<file path="config.mk">
export PLATFORM = sky130hd
export DESIGN_NAME = cad_core
export DESIGN_NICKNAME = d
export VERILOG_FILES = /design/src/hdl/cad_pkg.sv /design/src/hdl/cad_alu.sv /design/src/hdl/cad_core.sv
export SDC_FILE = /design/constraint.sdc
export NUM_CORES = 1
export LEC_CHECK = 0
export BUFFER_PORTS_ARGS = -buffer_cell sky130_fd_sc_hd__buf_2
export CAP_MARGIN = 0
export CORE_MARGIN = 2
export CORE_UTILIZATION = 30
export CTS_BUF_LIST = sky130_fd_sc_hd__clkbuf_8
export DETAILED_ROUTE_END_ITERATION = 8
export GPL_TIMING_DRIVEN = 0
export PLACE_DENSITY_LB_ADDON = 0.1
export SKIP_LAST_GASP = 1
export SLEW_MARGIN = 5
export SYNTH_ARGS = -nofsm -noshare
export SYNTH_HDL_FRONTEND = slang
export SYNTH_SLANG_ARGS = --single-unit
</file>
<file path="constraint.sdc">
create_clock -name clock_i -period 38.7 [get_ports clock_i]
set_input_delay 0 -clock clock_i [delete_from_list [all_inputs] [get_ports clock_i]]
set_output_delay 0 -clock clock_i [all_outputs]
set_load 0.1 [all_outputs]
</file>
<file path="src/hdl/cad_pkg.sv">
// Shared constants, commands and state layout of the core datapath
package cad_pkg;

    // ****************************************
    // Widths and reset values
    // ****************************************
    localparam int DATA_W = 8;
    localparam int PC_W = 16;
    localparam logic [15:0] PC_RESET = 16'h0000;
    localparam logic [15:0] PC_STEP = 16'h0001;
    localparam logic [7:0] ACC_RESET = 8'h00;
    localparam logic [7:0] OPB_RESET = 8'h00;
    localparam logic [7:0] SW_RESET = 8'h00;

    // ****************************************
    // Status word fields
    // ****************************************
    localparam int SW_CY = 7;
    localparam int SW_AC = 6;
    localparam int SW_OV = 2;
    localparam int SW_PAR = 0;

    // ****************************************
    // Decimal adjust constants
    // ****************************************
    localparam logic [3:0] BCD_MAX = 4'h9;
    localparam logic [8:0] BCD_LO_ADJ = 9'h006;
    localparam logic [8:0] BCD_HI_ADJ = 9'h060;

    // ****************************************
    // Decoded commands
    // ****************************************
    typedef enum logic [5:0] {
        CMD_NOP, CMD_ADD, CMD_ADDC, CMD_SUBB, CMD_MUL, CMD_DIV, CMD_INC, CMD_DEC,
        CMD_DA, CMD_CMP, CMD_AND, CMD_OR, CMD_XOR, CMD_CPL, CMD_RR, CMD_RL,
        CMD_RRC, CMD_RLC, CMD_SWAP, CMD_MOVA, CMD_MOVB, CMD_BSET, CMD_BCLR,
        CMD_BCPL, CMD_JB, CMD_JNB, CMD_JBC, CMD_MOVCB, CMD_MOVBC, CMD_ANLC,
        CMD_ANLCN, CMD_ORLC, CMD_ORLCN, CMD_SETC, CMD_CLRC, CMD_CPLC, CMD_JC,
        CMD_JNC, CMD_JZ, CMD_JNZ, CMD_JEV, CMD_JMP
    } cad_cmd_e;

    // ****************************************
    // Arithmetic/logic operations
    // ****************************************
    typedef enum logic [4:0] {
        ALU_PASS, ALU_ADD, ALU_ADDC, ALU_SUBB, ALU_MUL, ALU_DIV, ALU_INC, ALU_DEC,
        ALU_DA, ALU_AND, ALU_OR, ALU_XOR, ALU_CPL, ALU_RR, ALU_RL, ALU_RRC,
        ALU_RLC, ALU_SWAP
    } cad_alu_e;

    // ****************************************
    // Core state
    // ****************************************
    typedef struct packed {
        logic [15:0] pc;
        logic [7:0] acc;
        logic [7:0] opb;
        logic [7:0] sw;
        logic bit_we;
        logic bit_wd;
        logic done;
    } cad_state_s;

endpackage

</file>
<file path="src/hdl/cad_alu.sv">
// Combinational arithmetic/logic unit
`timescale 1ns/10ps
module cad_alu (
    // Operation and operands
    input wire cad_pkg::cad_alu_e op_i,
    input wire logic [7:0] a_i,
    input wire logic [7:0] b_i,
    input wire logic cy_i,
    input wire logic ac_i,
    // Results and flags
    output logic [7:0] res_o,
    output logic [7:0] hi_o,
    output logic cy_o,
    output logic ac_o,
    output logic ov_o
);

    always_comb begin
        logic [8:0] sum;
        logic [4:0] nib;
        logic [15:0] prod;
        logic [8:0] da;
        logic cin;
        sum = '0;
        nib = '0;
        prod = '0;
        da = '0;
        cin = 1'b0;
        res_o = a_i;
        hi_o = b_i;
        cy_o = cy_i;
        ac_o = ac_i;
        ov_o = 1'b0;
        case (op_i)
            cad_pkg::ALU_ADD, cad_pkg::ALU_ADDC: begin
                cin = (op_i == cad_pkg::ALU_ADDC) ? cy_i : 1'b0;
                sum = {1'b0, a_i} + {1'b0, b_i} + {8'h00, cin};
                nib = {1'b0, a_i[3:0]} + {1'b0, b_i[3:0]} + {4'h0, cin};
                res_o = sum[7:0];
                cy_o = sum[8];
                ac_o = nib[4];
                ov_o = (a_i[7] == b_i[7]) && (sum[7] != a_i[7]);
            end
            cad_pkg::ALU_SUBB: begin
                sum = {1'b0, a_i} - {1'b0, b_i} - {8'h00, cy_i};
                nib = {1'b0, a_i[3:0]} - {1'b0, b_i[3:0]} - {4'h0, cy_i};
                res_o = sum[7:0];
                cy_o = sum[8];
                ac_o = nib[4];
                ov_o = (a_i[7] != b_i[7]) && (sum[7] != a_i[7]);
            end
            cad_pkg::ALU_MUL: begin
                prod = {8'h00, a_i} * {8'h00, b_i};
                res_o = prod[7:0];
                hi_o = prod[15:8];
                cy_o = 1'b0;
                ov_o = |prod[15:8];
            end
            cad_pkg::ALU_DIV: begin
                cy_o = 1'b0;
                if (b_i == 8'h00) begin
                    ov_o = 1'b1;
                end else begin
                    res_o = a_i / b_i;
                    hi_o = a_i % b_i;
                end
            end
            cad_pkg::ALU_INC: res_o = a_i + 8'h01;
            cad_pkg::ALU_DEC: res_o = a_i - 8'h01;
            cad_pkg::ALU_DA: begin
                da = {1'b0, a_i};
                if ((a_i[3:0] > cad_pkg::BCD_MAX) || ac_i) begin
                    da = da + cad_pkg::BCD_LO_ADJ;
                end
                if ((da[7:4] > cad_pkg::BCD_MAX) || cy_i || da[8]) begin
                    da = da + cad_pkg::BCD_HI_ADJ;
                end
                res_o = da[7:0];
                cy_o = cy_i | da[8];
            end
            cad_pkg::ALU_AND: res_o = a_i & b_i;
            cad_pkg::ALU_OR: res_o = a_i | b_i;
            cad_pkg::ALU_XOR: res_o = a_i ^ b_i;
            cad_pkg::ALU_CPL: res_o = ~a_i;
            cad_pkg::ALU_RR: res_o = {a_i[0], a_i[7:1]};
            cad_pkg::ALU_RL: res_o = {a_i[6:0], a_i[7]};
            cad_pkg::ALU_RRC: begin
                res_o = {cy_i, a_i[7:1]};
                cy_o = a_i[0];
            end
            cad_pkg::ALU_RLC: begin
                res_o = {a_i[6:0], cy_i};
                cy_o = a_i[7];
            end
            cad_pkg::ALU_SWAP: res_o = {a_i[3:0], a_i[7:4]};
            cad_pkg::ALU_PASS: res_o = b_i;
            default: res_o = a_i;
        endcase
    end

endmodule

</file>
<file path="src/hdl/cad_core.sv">
// Core arithmetic datapath with decoder, status word and program counter
// Functional notes
// - The ALU combines one or two 8-bit operands into an 8-bit result, plus a high byte for multiply and divide, chosen by the decoder.
// - Add, subtract, multiply, divide, increment, decrement, decimal adjust and compare exist.
// - AND, OR, XOR, complement, rotate right, rotate left and nibble swap exist.
// - Bit ops set, clear, complement, branch on set, clear, set-and-clear, and move via carry.
// - Carry is ANDed or ORed with a bit or its inverse and the outcome kept in carry.
// - A 16-bit program counter holds the address of the next instruction.
// - Branch conditions from inside or outside the core change the next counter value.
// - The decoder turns each command into controls for data source, destination and ALU.
// - Accumulator, second operand register and status word hold operands and flags.
`timescale 1ns/10ps
module cad_core (
    // Clock and reset
    input wire logic clock_i,
    input wire logic rst_i,
    // Instruction from fetch logic
    input wire logic instr_valid_i,
    input wire cad_pkg::cad_cmd_e cmd_i,
    input wire logic use_opb_i,
    input wire logic [7:0] imm_i,
    input wire logic [7:0] rel_i,
    // Addressed bit and external event
    input wire logic bit_i,
    input wire logic event_i,
    // Core state
    output logic [15:0] pc_o,
    output logic [7:0] acc_o,
    output logic [7:0] opb_o,
    output logic [7:0] status_word_o,
    // Bit write back and completion
    output logic bit_we_o,
    output logic bit_wd_o,
    output logic done_o
);

    // ****************************************
    // Declarations
    // ****************************************
    cad_pkg::cad_state_s st_q;
    cad_pkg::cad_state_s st_d;
    cad_pkg::cad_alu_e c_alu;
    logic [7:0] opnd;
    logic [15:0] rel_ext;
    logic cy;
    logic c_cin;
    logic c_acc_we;
    logic c_opb_we;
    logic c_opb_imm;
    logic c_acy_we;
    logic c_aac_we;
    logic c_aov_we;
    logic c_cy_we;
    logic c_cy_val;
    logic c_bit_we;
    logic c_bit_wd;
    logic c_branch;
    logic [7:0] alu_res;
    logic [7:0] alu_hi;
    logic alu_cy;
    logic alu_ac;
    logic alu_ov;

    assign cy = st_q.sw[cad_pkg::SW_CY];
    assign opnd = use_opb_i ? st_q.opb : imm_i;
    assign rel_ext = {{8{rel_i[7]}}, rel_i};

    // ****************************************
    // Instruction decoder
    // ****************************************
    always_comb begin
        c_alu = cad_pkg::ALU_PASS;
        c_cin = cy;
        c_acc_we = 1'b0;
        c_opb_we = 1'b0;
        c_opb_imm = 1'b0;
        c_acy_we = 1'b0;
        c_aac_we = 1'b0;
        c_aov_we = 1'b0;
        c_cy_we = 1'b0;
        c_cy_val = cy;
        c_bit_we = 1'b0;
        c_bit_wd = 1'b0;
        c_branch = 1'b0;
        if (instr_valid_i) begin
            case (cmd_i)
                cad_pkg::CMD_ADD, cad_pkg::CMD_ADDC, cad_pkg::CMD_SUBB: begin
                    c_alu = (cmd_i == cad_pkg::CMD_ADD) ? cad_pkg::ALU_ADD :
                            (cmd_i == cad_pkg::CMD_ADDC) ? cad_pkg::ALU_ADDC : cad_pkg::ALU_SUBB;
                    c_acc_we = 1'b1;
                    c_acy_we = 1'b1;
                    c_aac_we = 1'b1;
                    c_aov_we = 1'b1;
                end
                cad_pkg::CMD_MUL, cad_pkg::CMD_DIV: begin
                    c_alu = (cmd_i == cad_pkg::CMD_MUL) ? cad_pkg::ALU_MUL : cad_pkg::ALU_DIV;
                    c_acc_we = 1'b1;
                    c_opb_we = (cmd_i == cad_pkg::CMD_MUL) || (opnd != 8'h00);
                    c_acy_we = 1'b1;
                    c_aov_we = 1'b1;
                end
                cad_pkg::CMD_INC: begin
                    c_alu = cad_pkg::ALU_INC;
                    c_acc_we = 1'b1;
                end
                cad_pkg::CMD_DEC: begin
                    c_alu = cad_pkg::ALU_DEC;
                    c_acc_we = 1'b1;
                end
                cad_pkg::CMD_DA: begin
                    c_alu = cad_pkg::ALU_DA;
                    c_acc_we = 1'b1;
                    c_acy_we = 1'b1;
                end
                cad_pkg::CMD_CMP: begin
                    c_alu = cad_pkg::ALU_SUBB;
                    c_cin = 1'b0;
                    c_acy_we = 1'b1;
                    c_branch = (st_q.acc != opnd);
                end
                cad_pkg::CMD_AND: begin
                    c_alu = cad_pkg::ALU_AND;
                    c_acc_we = 1'b1;
                end
                cad_pkg::CMD_OR: begin
                    c_alu = cad_pkg::ALU_OR;
                    c_acc_we = 1'b1;
                end
                cad_pkg::CMD_XOR: begin
                    c_alu = cad_pkg::ALU_XOR;
                    c_acc_we = 1'b1;
                end
                cad_pkg::CMD_CPL: begin
                    c_alu = cad_pkg::ALU_CPL;
                    c_acc_we = 1'b1;
                end
                cad_pkg::CMD_RR: begin
                    c_alu = cad_pkg::ALU_RR;
                    c_acc_we = 1'b1;
                end
                cad_pkg::CMD_RL: begin
                    c_alu = cad_pkg::ALU_RL;
                    c_acc_we = 1'b1;
                end
                cad_pkg::CMD_RRC, cad_pkg::CMD_RLC: begin
                    c_alu = (cmd_i == cad_pkg::CMD_RRC) ? cad_pkg::ALU_RRC : cad_pkg::ALU_RLC;
                    c_acc_we = 1'b1;
                    c_acy_we = 1'b1;
                end
                cad_pkg::CMD_SWAP: begin
                    c_alu = cad_pkg::ALU_SWAP;
                    c_acc_we = 1'b1;
                end
                cad_pkg::CMD_MOVA: c_acc_we = 1'b1;
                cad_pkg::CMD_MOVB: begin
                    c_opb_we = 1'b1;
                    c_opb_imm = 1'b1;
                end
                cad_pkg::CMD_BSET: begin
                    c_bit_we = 1'b1;
                    c_bit_wd = 1'b1;
                end
                cad_pkg::CMD_BCLR: c_bit_we = 1'b1;
                cad_pkg::CMD_BCPL: begin
                    c_bit_we = 1'b1;
                    c_bit_wd = ~bit_i;
                end
                cad_pkg::CMD_JB: c_branch = bit_i;
                cad_pkg::CMD_JNB: c_branch = ~bit_i;
                cad_pkg::CMD_JBC: begin
                    c_branch = bit_i;
                    c_bit_we = bit_i;
                end
                cad_pkg::CMD_MOVCB: begin
                    c_cy_we = 1'b1;
                    c_cy_val = bit_i;
                end
                cad_pkg::CMD_MOVBC: begin
                    c_bit_we = 1'b1;
                    c_bit_wd = cy;
                end
                cad_pkg::CMD_ANLC, cad_pkg::CMD_ANLCN: begin
                    c_cy_we = 1'b1;
                    c_cy_val = cy & (bit_i ^ (cmd_i == cad_pkg::CMD_ANLCN));
                end
                cad_pkg::CMD_ORLC, cad_pkg::CMD_ORLCN: begin
                    c_cy_we = 1'b1;
                    c_cy_val = cy | (bit_i ^ (cmd_i == cad_pkg::CMD_ORLCN));
                end
                cad_pkg::CMD_SETC: begin
                    c_cy_we = 1'b1;
                    c_cy_val = 1'b1;
                end
                cad_pkg::CMD_CLRC: begin
                    c_cy_we = 1'b1;
                    c_cy_val = 1'b0;
                end
                cad_pkg::CMD_CPLC: begin
                    c_cy_we = 1'b1;
                    c_cy_val = ~cy;
                end
                cad_pkg::CMD_JC: c_branch = cy;
                cad_pkg::CMD_JNC: c_branch = ~cy;
                cad_pkg::CMD_JZ: c_branch = (st_q.acc == 8'h00);
                cad_pkg::CMD_JNZ: c_branch = (st_q.acc != 8'h00);
                cad_pkg::CMD_JEV: c_branch = event_i;
                cad_pkg::CMD_JMP: c_branch = 1'b1;
                default: c_branch = 1'b0;
            endcase
        end
    end

    // ****************************************
    // Arithmetic/logic unit
    // ****************************************
    cad_alu u_alu (
        .op_i(c_alu),
        .a_i(st_q.acc),
        .b_i(opnd),
        .cy_i(c_cin),
        .ac_i(st_q.sw[cad_pkg::SW_AC]),
        .res_o(alu_res),
        .hi_o(alu_hi),
        .cy_o(alu_cy),
        .ac_o(alu_ac),
        .ov_o(alu_ov)
    );

    // ****************************************
    // Next state
    // ****************************************
    always_comb begin
        st_d = st_q;
        st_d.bit_we = c_bit_we;
        st_d.bit_wd = c_bit_wd;
        st_d.done = instr_valid_i;
        if (instr_valid_i) begin
            if (c_acc_we) begin
                st_d.acc = alu_res;
            end
            if (c_opb_we) begin
                st_d.opb = c_opb_imm ? opnd : alu_hi;
            end
            if (c_acy_we) begin
                st_d.sw[cad_pkg::SW_CY] = alu_cy;
            end
            if (c_aac_we) begin
                st_d.sw[cad_pkg::SW_AC] = alu_ac;
            end
            if (c_aov_we) begin
                st_d.sw[cad_pkg::SW_OV] = alu_ov;
            end
            if (c_cy_we) begin
                st_d.sw[cad_pkg::SW_CY] = c_cy_val;
            end
            st_d.pc = c_branch ? st_q.pc + cad_pkg::PC_STEP + rel_ext :
                      st_q.pc + cad_pkg::PC_STEP;
        end
        st_d.sw[cad_pkg::SW_PAR] = ^st_d.acc;
    end

    always_ff @(posedge clock_i or posedge rst_i) begin
        if (rst_i) begin
            st_q <= '{pc: cad_pkg::PC_RESET, acc: cad_pkg::ACC_RESET, opb: cad_pkg::OPB_RESET,
                      sw: cad_pkg::SW_RESET, bit_we: 1'b0, bit_wd: 1'b0, done: 1'b0};
        end else begin
            st_q <= st_d;
        end
    end

    assign pc_o = st_q.pc;
    assign acc_o = st_q.acc;
    assign opb_o = st_q.opb;
    assign status_word_o = st_q.sw;
    assign bit_we_o = st_q.bit_we;
    assign bit_wd_o = st_q.bit_wd;
    assign done_o = st_q.done;
endmodule

</file>
==> results.sh <==
export IMPL_status="finished, final reports clean"
export IMPL_wl_per_cell_um=21.91
export IMPL_synth_seq_cells=39
export IMPL_rsz0062_at_grt="false"
export IMPL_layout_drive_gt1_share=0.1117
export IMPL_reg2regPathDepth=50
export IMPL_ys_warnings_count=0
export IMPL_cp_end_kind="flip-flop"
export IMPL_core_area_mm2=0.03245
export IMPL_drv_cap=0
export IMPL_grt_overflow=0
export IMPL_hold_violations=0
export IMPL_slowest_stage="a41oi_1"
export IMPL_synth_edf_count=0
export IMPL_ios=71
export IMPL_synthFlopType="dfrtp_1"
export IMPL_wl_um=39120
export IMPL_fin_worst_skew_ps=7.461
export IMPL_fin_util=0.3378
export IMPL_worstHoldPathType="input port to async pin"
export IMPL_slew_violations=0
export IMPL_dieHeight_um=185.3
export IMPL_vias=10030
export IMPL_maxSlewHeadroom=0.1605
export IMPL_setup_violations=0
export IMPL_syn_avg_cell_area_um2=7.811
export IMPL_clock_sinks=39
export IMPL_cts_tree="done"
export IMPL_fin_crit_ps=14550
export IMPL_fillers=3513
export IMPL_antenna_left=0
export IMPL_crit_type="flip-flop to flip-flop"
export IMPL_clock_root_buffer="clkbuf_8"
export IMPL_synthTopCellsByArea="ha_1 17%, dfrtp_1 9.9%, fa_1 8.7%"
export IMPL_avgViaCountPerCell=5.621
export IMPL_synthArstFlopShare=1.000
export IMPL_fp_dieArea_mm2=0.03435
export IMPL_clk_path_buf_depth=2
export IMPL_drc=0
export IMPL_area_growth_pct=11.11
export IMPL_post_cts_buffers=0
export IMPL_fin_crit_sh=0.3760
export IMPL_gp_congestion=0.9711
export IMPL_clock_latency_ps=310
export IMPL_setup_tns_ps=0
export IMPL_required_ps=38880
export IMPL_hpwl_um=30810
export IMPL_tightest_slew_ps=1248
export IMPL_yosysTopAreaCell="ha_1"
export IMPL_htreeDepth=2
export IMPL_antenna_found_initial=0
export IMPL_drt_iter0_drc=852
export IMPL_fmax_mhz=68.72
export IMPL_cts_buffers=5
export IMPL_clk_pin_slew_ps=90
export IMPL_synth_top_cell_area_share=0.1661
export IMPL_start_util=0.3040
export IMPL_start_kind="flip-flop"
export IMPL_ys_seq_area_frac=0.09892
export IMPL_numPortBuffers=62
export IMPL_final_nets=1544
export IMPL_syn_cell_area_mm2=0.009866
export IMPL_worst_path_largest_cell_delay_ps=900
export IMPL_synth_distinct_cells=93
export IMPL_drtPass1Iterations=5
export IMPL_num_rows=66
export IMPL_synthCells=1263
export IMPL_grt_start_max_net_pins=36
export IMPL_grt_pass1_vias=9953
export IMPL_grt_pass1_wl_um=60070
export IMPL_chipWidth_um=185.3
export IMPL_grtUsageTotal=0.2312
export IMPL_num_antenna_cells=0
export IMPL_crit_arrival_ps=14730
export IMPL_path_max_fanout=10
-- cells in the mapped netlist (8+ instances only) --
library cell and instances:
a211oi_1 11, a21o_1 22, a21oi_1 80, a22oi_1 10, a31oi_1 15, and3_1 18
buf_2 18, buf_4 8, clkbuf_1 32, dfrtp_1 39, fa_1 43, ha_1 131
inv_1 104, mux2_2 12, mux2i_1 17, nand2_1 70, nand2b_1 13, nand3_1 27
nand4_1 8, nor2_1 133, nor2b_1 19, nor3_1 36, nor4_1 12, o211ai_1 16
o21a_1 24, o21ai_0 60, o21bai_1 13, o22ai_1 10, o31ai_1 11, or3_1 12
xnor2_1 51, xor2_1 22
-- cell type report --
cell class	count	area (um2)	share of cell area
Clock inverter	3	16.27	0.001484
Multi-Input combinational cell	1052	8208	0.7488
Timing Repair Buffer	69	407.9	0.03721
Tap cell	442	553.0	0.05045
Clock buffer	5	68.82	0.006278
Sequential cell	39	975.9	0.08903
Buffer	66	322.8	0.02945
Inverter	109	409.1	0.03732
-- through the flow --
step | cell area [um2] | hold WS [ps] | instances | setup WS [ps]
floorplan | 9877 | 31.43 | 1266 | 25850
global placement | 10740 | 122.6 | 1770 | 22750
detailed placement | 10850 | -110.9 | 1775 | 24310
CTS | 10960 | 97.49 | 1785 | 24270
global route | 10960 | 103.4 | 1785 | 23100
finish | 10960 | 104.7 | 1785 | 24150
-- layout by cell type, fill, tap and decap left out, types with 10 or more instances in the layout --
cell type,Yosys,routed
or3_1,12,12
buf_2,18,80
and3_1,18,18
nor4_1,12,11
o211ai_1,16,16
dfrtp_1,39,39
a22oi_1,10,10
o21bai_1,13,13
o31ai_1,11,10
xor2_1,22,22
a21o_1,22,22
mux2_2,12,12
a211oi_1,11,11
nand3_1,27,27
ha_1,131,131
fa_1,43,43
mux2i_1,17,16
clkbuf_1,32,32
nor3_1,36,36
inv_1,104,104
xnor2_1,51,51
a21oi_1,80,80
o21ai_0,60,60
a31oi_1,15,15
o21a_1,24,24
nor2_1,133,133
o22ai_1,10,10
nand2_1,70,70
nor2b_1,19,19
buf_4,8,10
nand2b_1,13,13
-- cell families (layout without fill, tap and decap cells) --
logic type | count (synthesis) | count (layout) | share of synthesized area
AND/OR/NAND/NOR | 400 | 400 | 0.2043
AO/OA/AOI/OAI | 365 | 365 | 0.2586
buffers and inverters | 175 | 252 | 0.07419
adder cells (fa/ha/maj) | 174 | 174 | 0.2534
XOR/XNOR | 76 | 76 | 0.07191
flip-flops | 39 | 39 | 0.09892
multiplexers | 33 | 33 | 0.03830
other | 1 | 4 | 0.0003801
-- flip-flops by register name, indices dropped and copies added (netlist names) --
| name | flops |
|---|---|
| pc_o | 16 |
| acc_o | 8 |
| opb_o | 8 |
| status_word_o | 4 |
| bit_wd_o | 1 |
| bit_we_o | 1 |
| done_o | 1 |
-- metal layers --
metal / GRT usage / wire (um) / part of all wire / vias up
met1: 0.3163 / 17550 / 0.45 / 4864
met2: 0.3790 / 17870 / 0.46 / 379
li1: - / - / - / 4733
met5: 0 / 0 / 0 / -
met3: 0.02930 / 2512 / 0.064 / 58
met4: 0.06762 / 1180 / 0.030 / 0
-- timing repair --
item / CTS / global route
endpoints found under the hold margin: 40 / 0
hold buffers: 2 / 0
resized for setup: 0 / 0
-- final timing paths --
| path | startpoint | end | slack, ps |
|---|---|---|---|
| worst min register to register | pc_o[15]$_DFFE_PP0P_ | pc_o[15]$_DFFE_PP0P_ | 480 |
| worst min-delay path | rst_i | bit_wd_o$_DFF_PP0_ | 100 |
| worst max register to register | opb_o[0]$_DFFE_PP0P_ | opb_o[5]$_DFFE_PP0P_ | 24150 |
| max in group asynchronous | rst_i | opb_o[3]$_DFFE_PP0P_ | 38160 |
| worst max-delay path | opb_o[0]$_DFFE_PP0P_ | opb_o[5]$_DFFE_PP0P_ | 24150 |
| min in group clock_i | rel_i[1] | pc_o[1]$_DFFE_PP0P_ | 140 |
-- worst max-delay path, delay by kind of cell, from the launching register on --
family          cells  cell delay (ps)
mux                 3             1340
buf+inv             2              980
compound gates     27             6940
fa+ha+maj           8             2540
flops               1              440
simple gates       10             2180
Power is left out: the tool's default activity adds up to more than one toggle a clock period on the data nets, which glitch-free logic cannot reach.
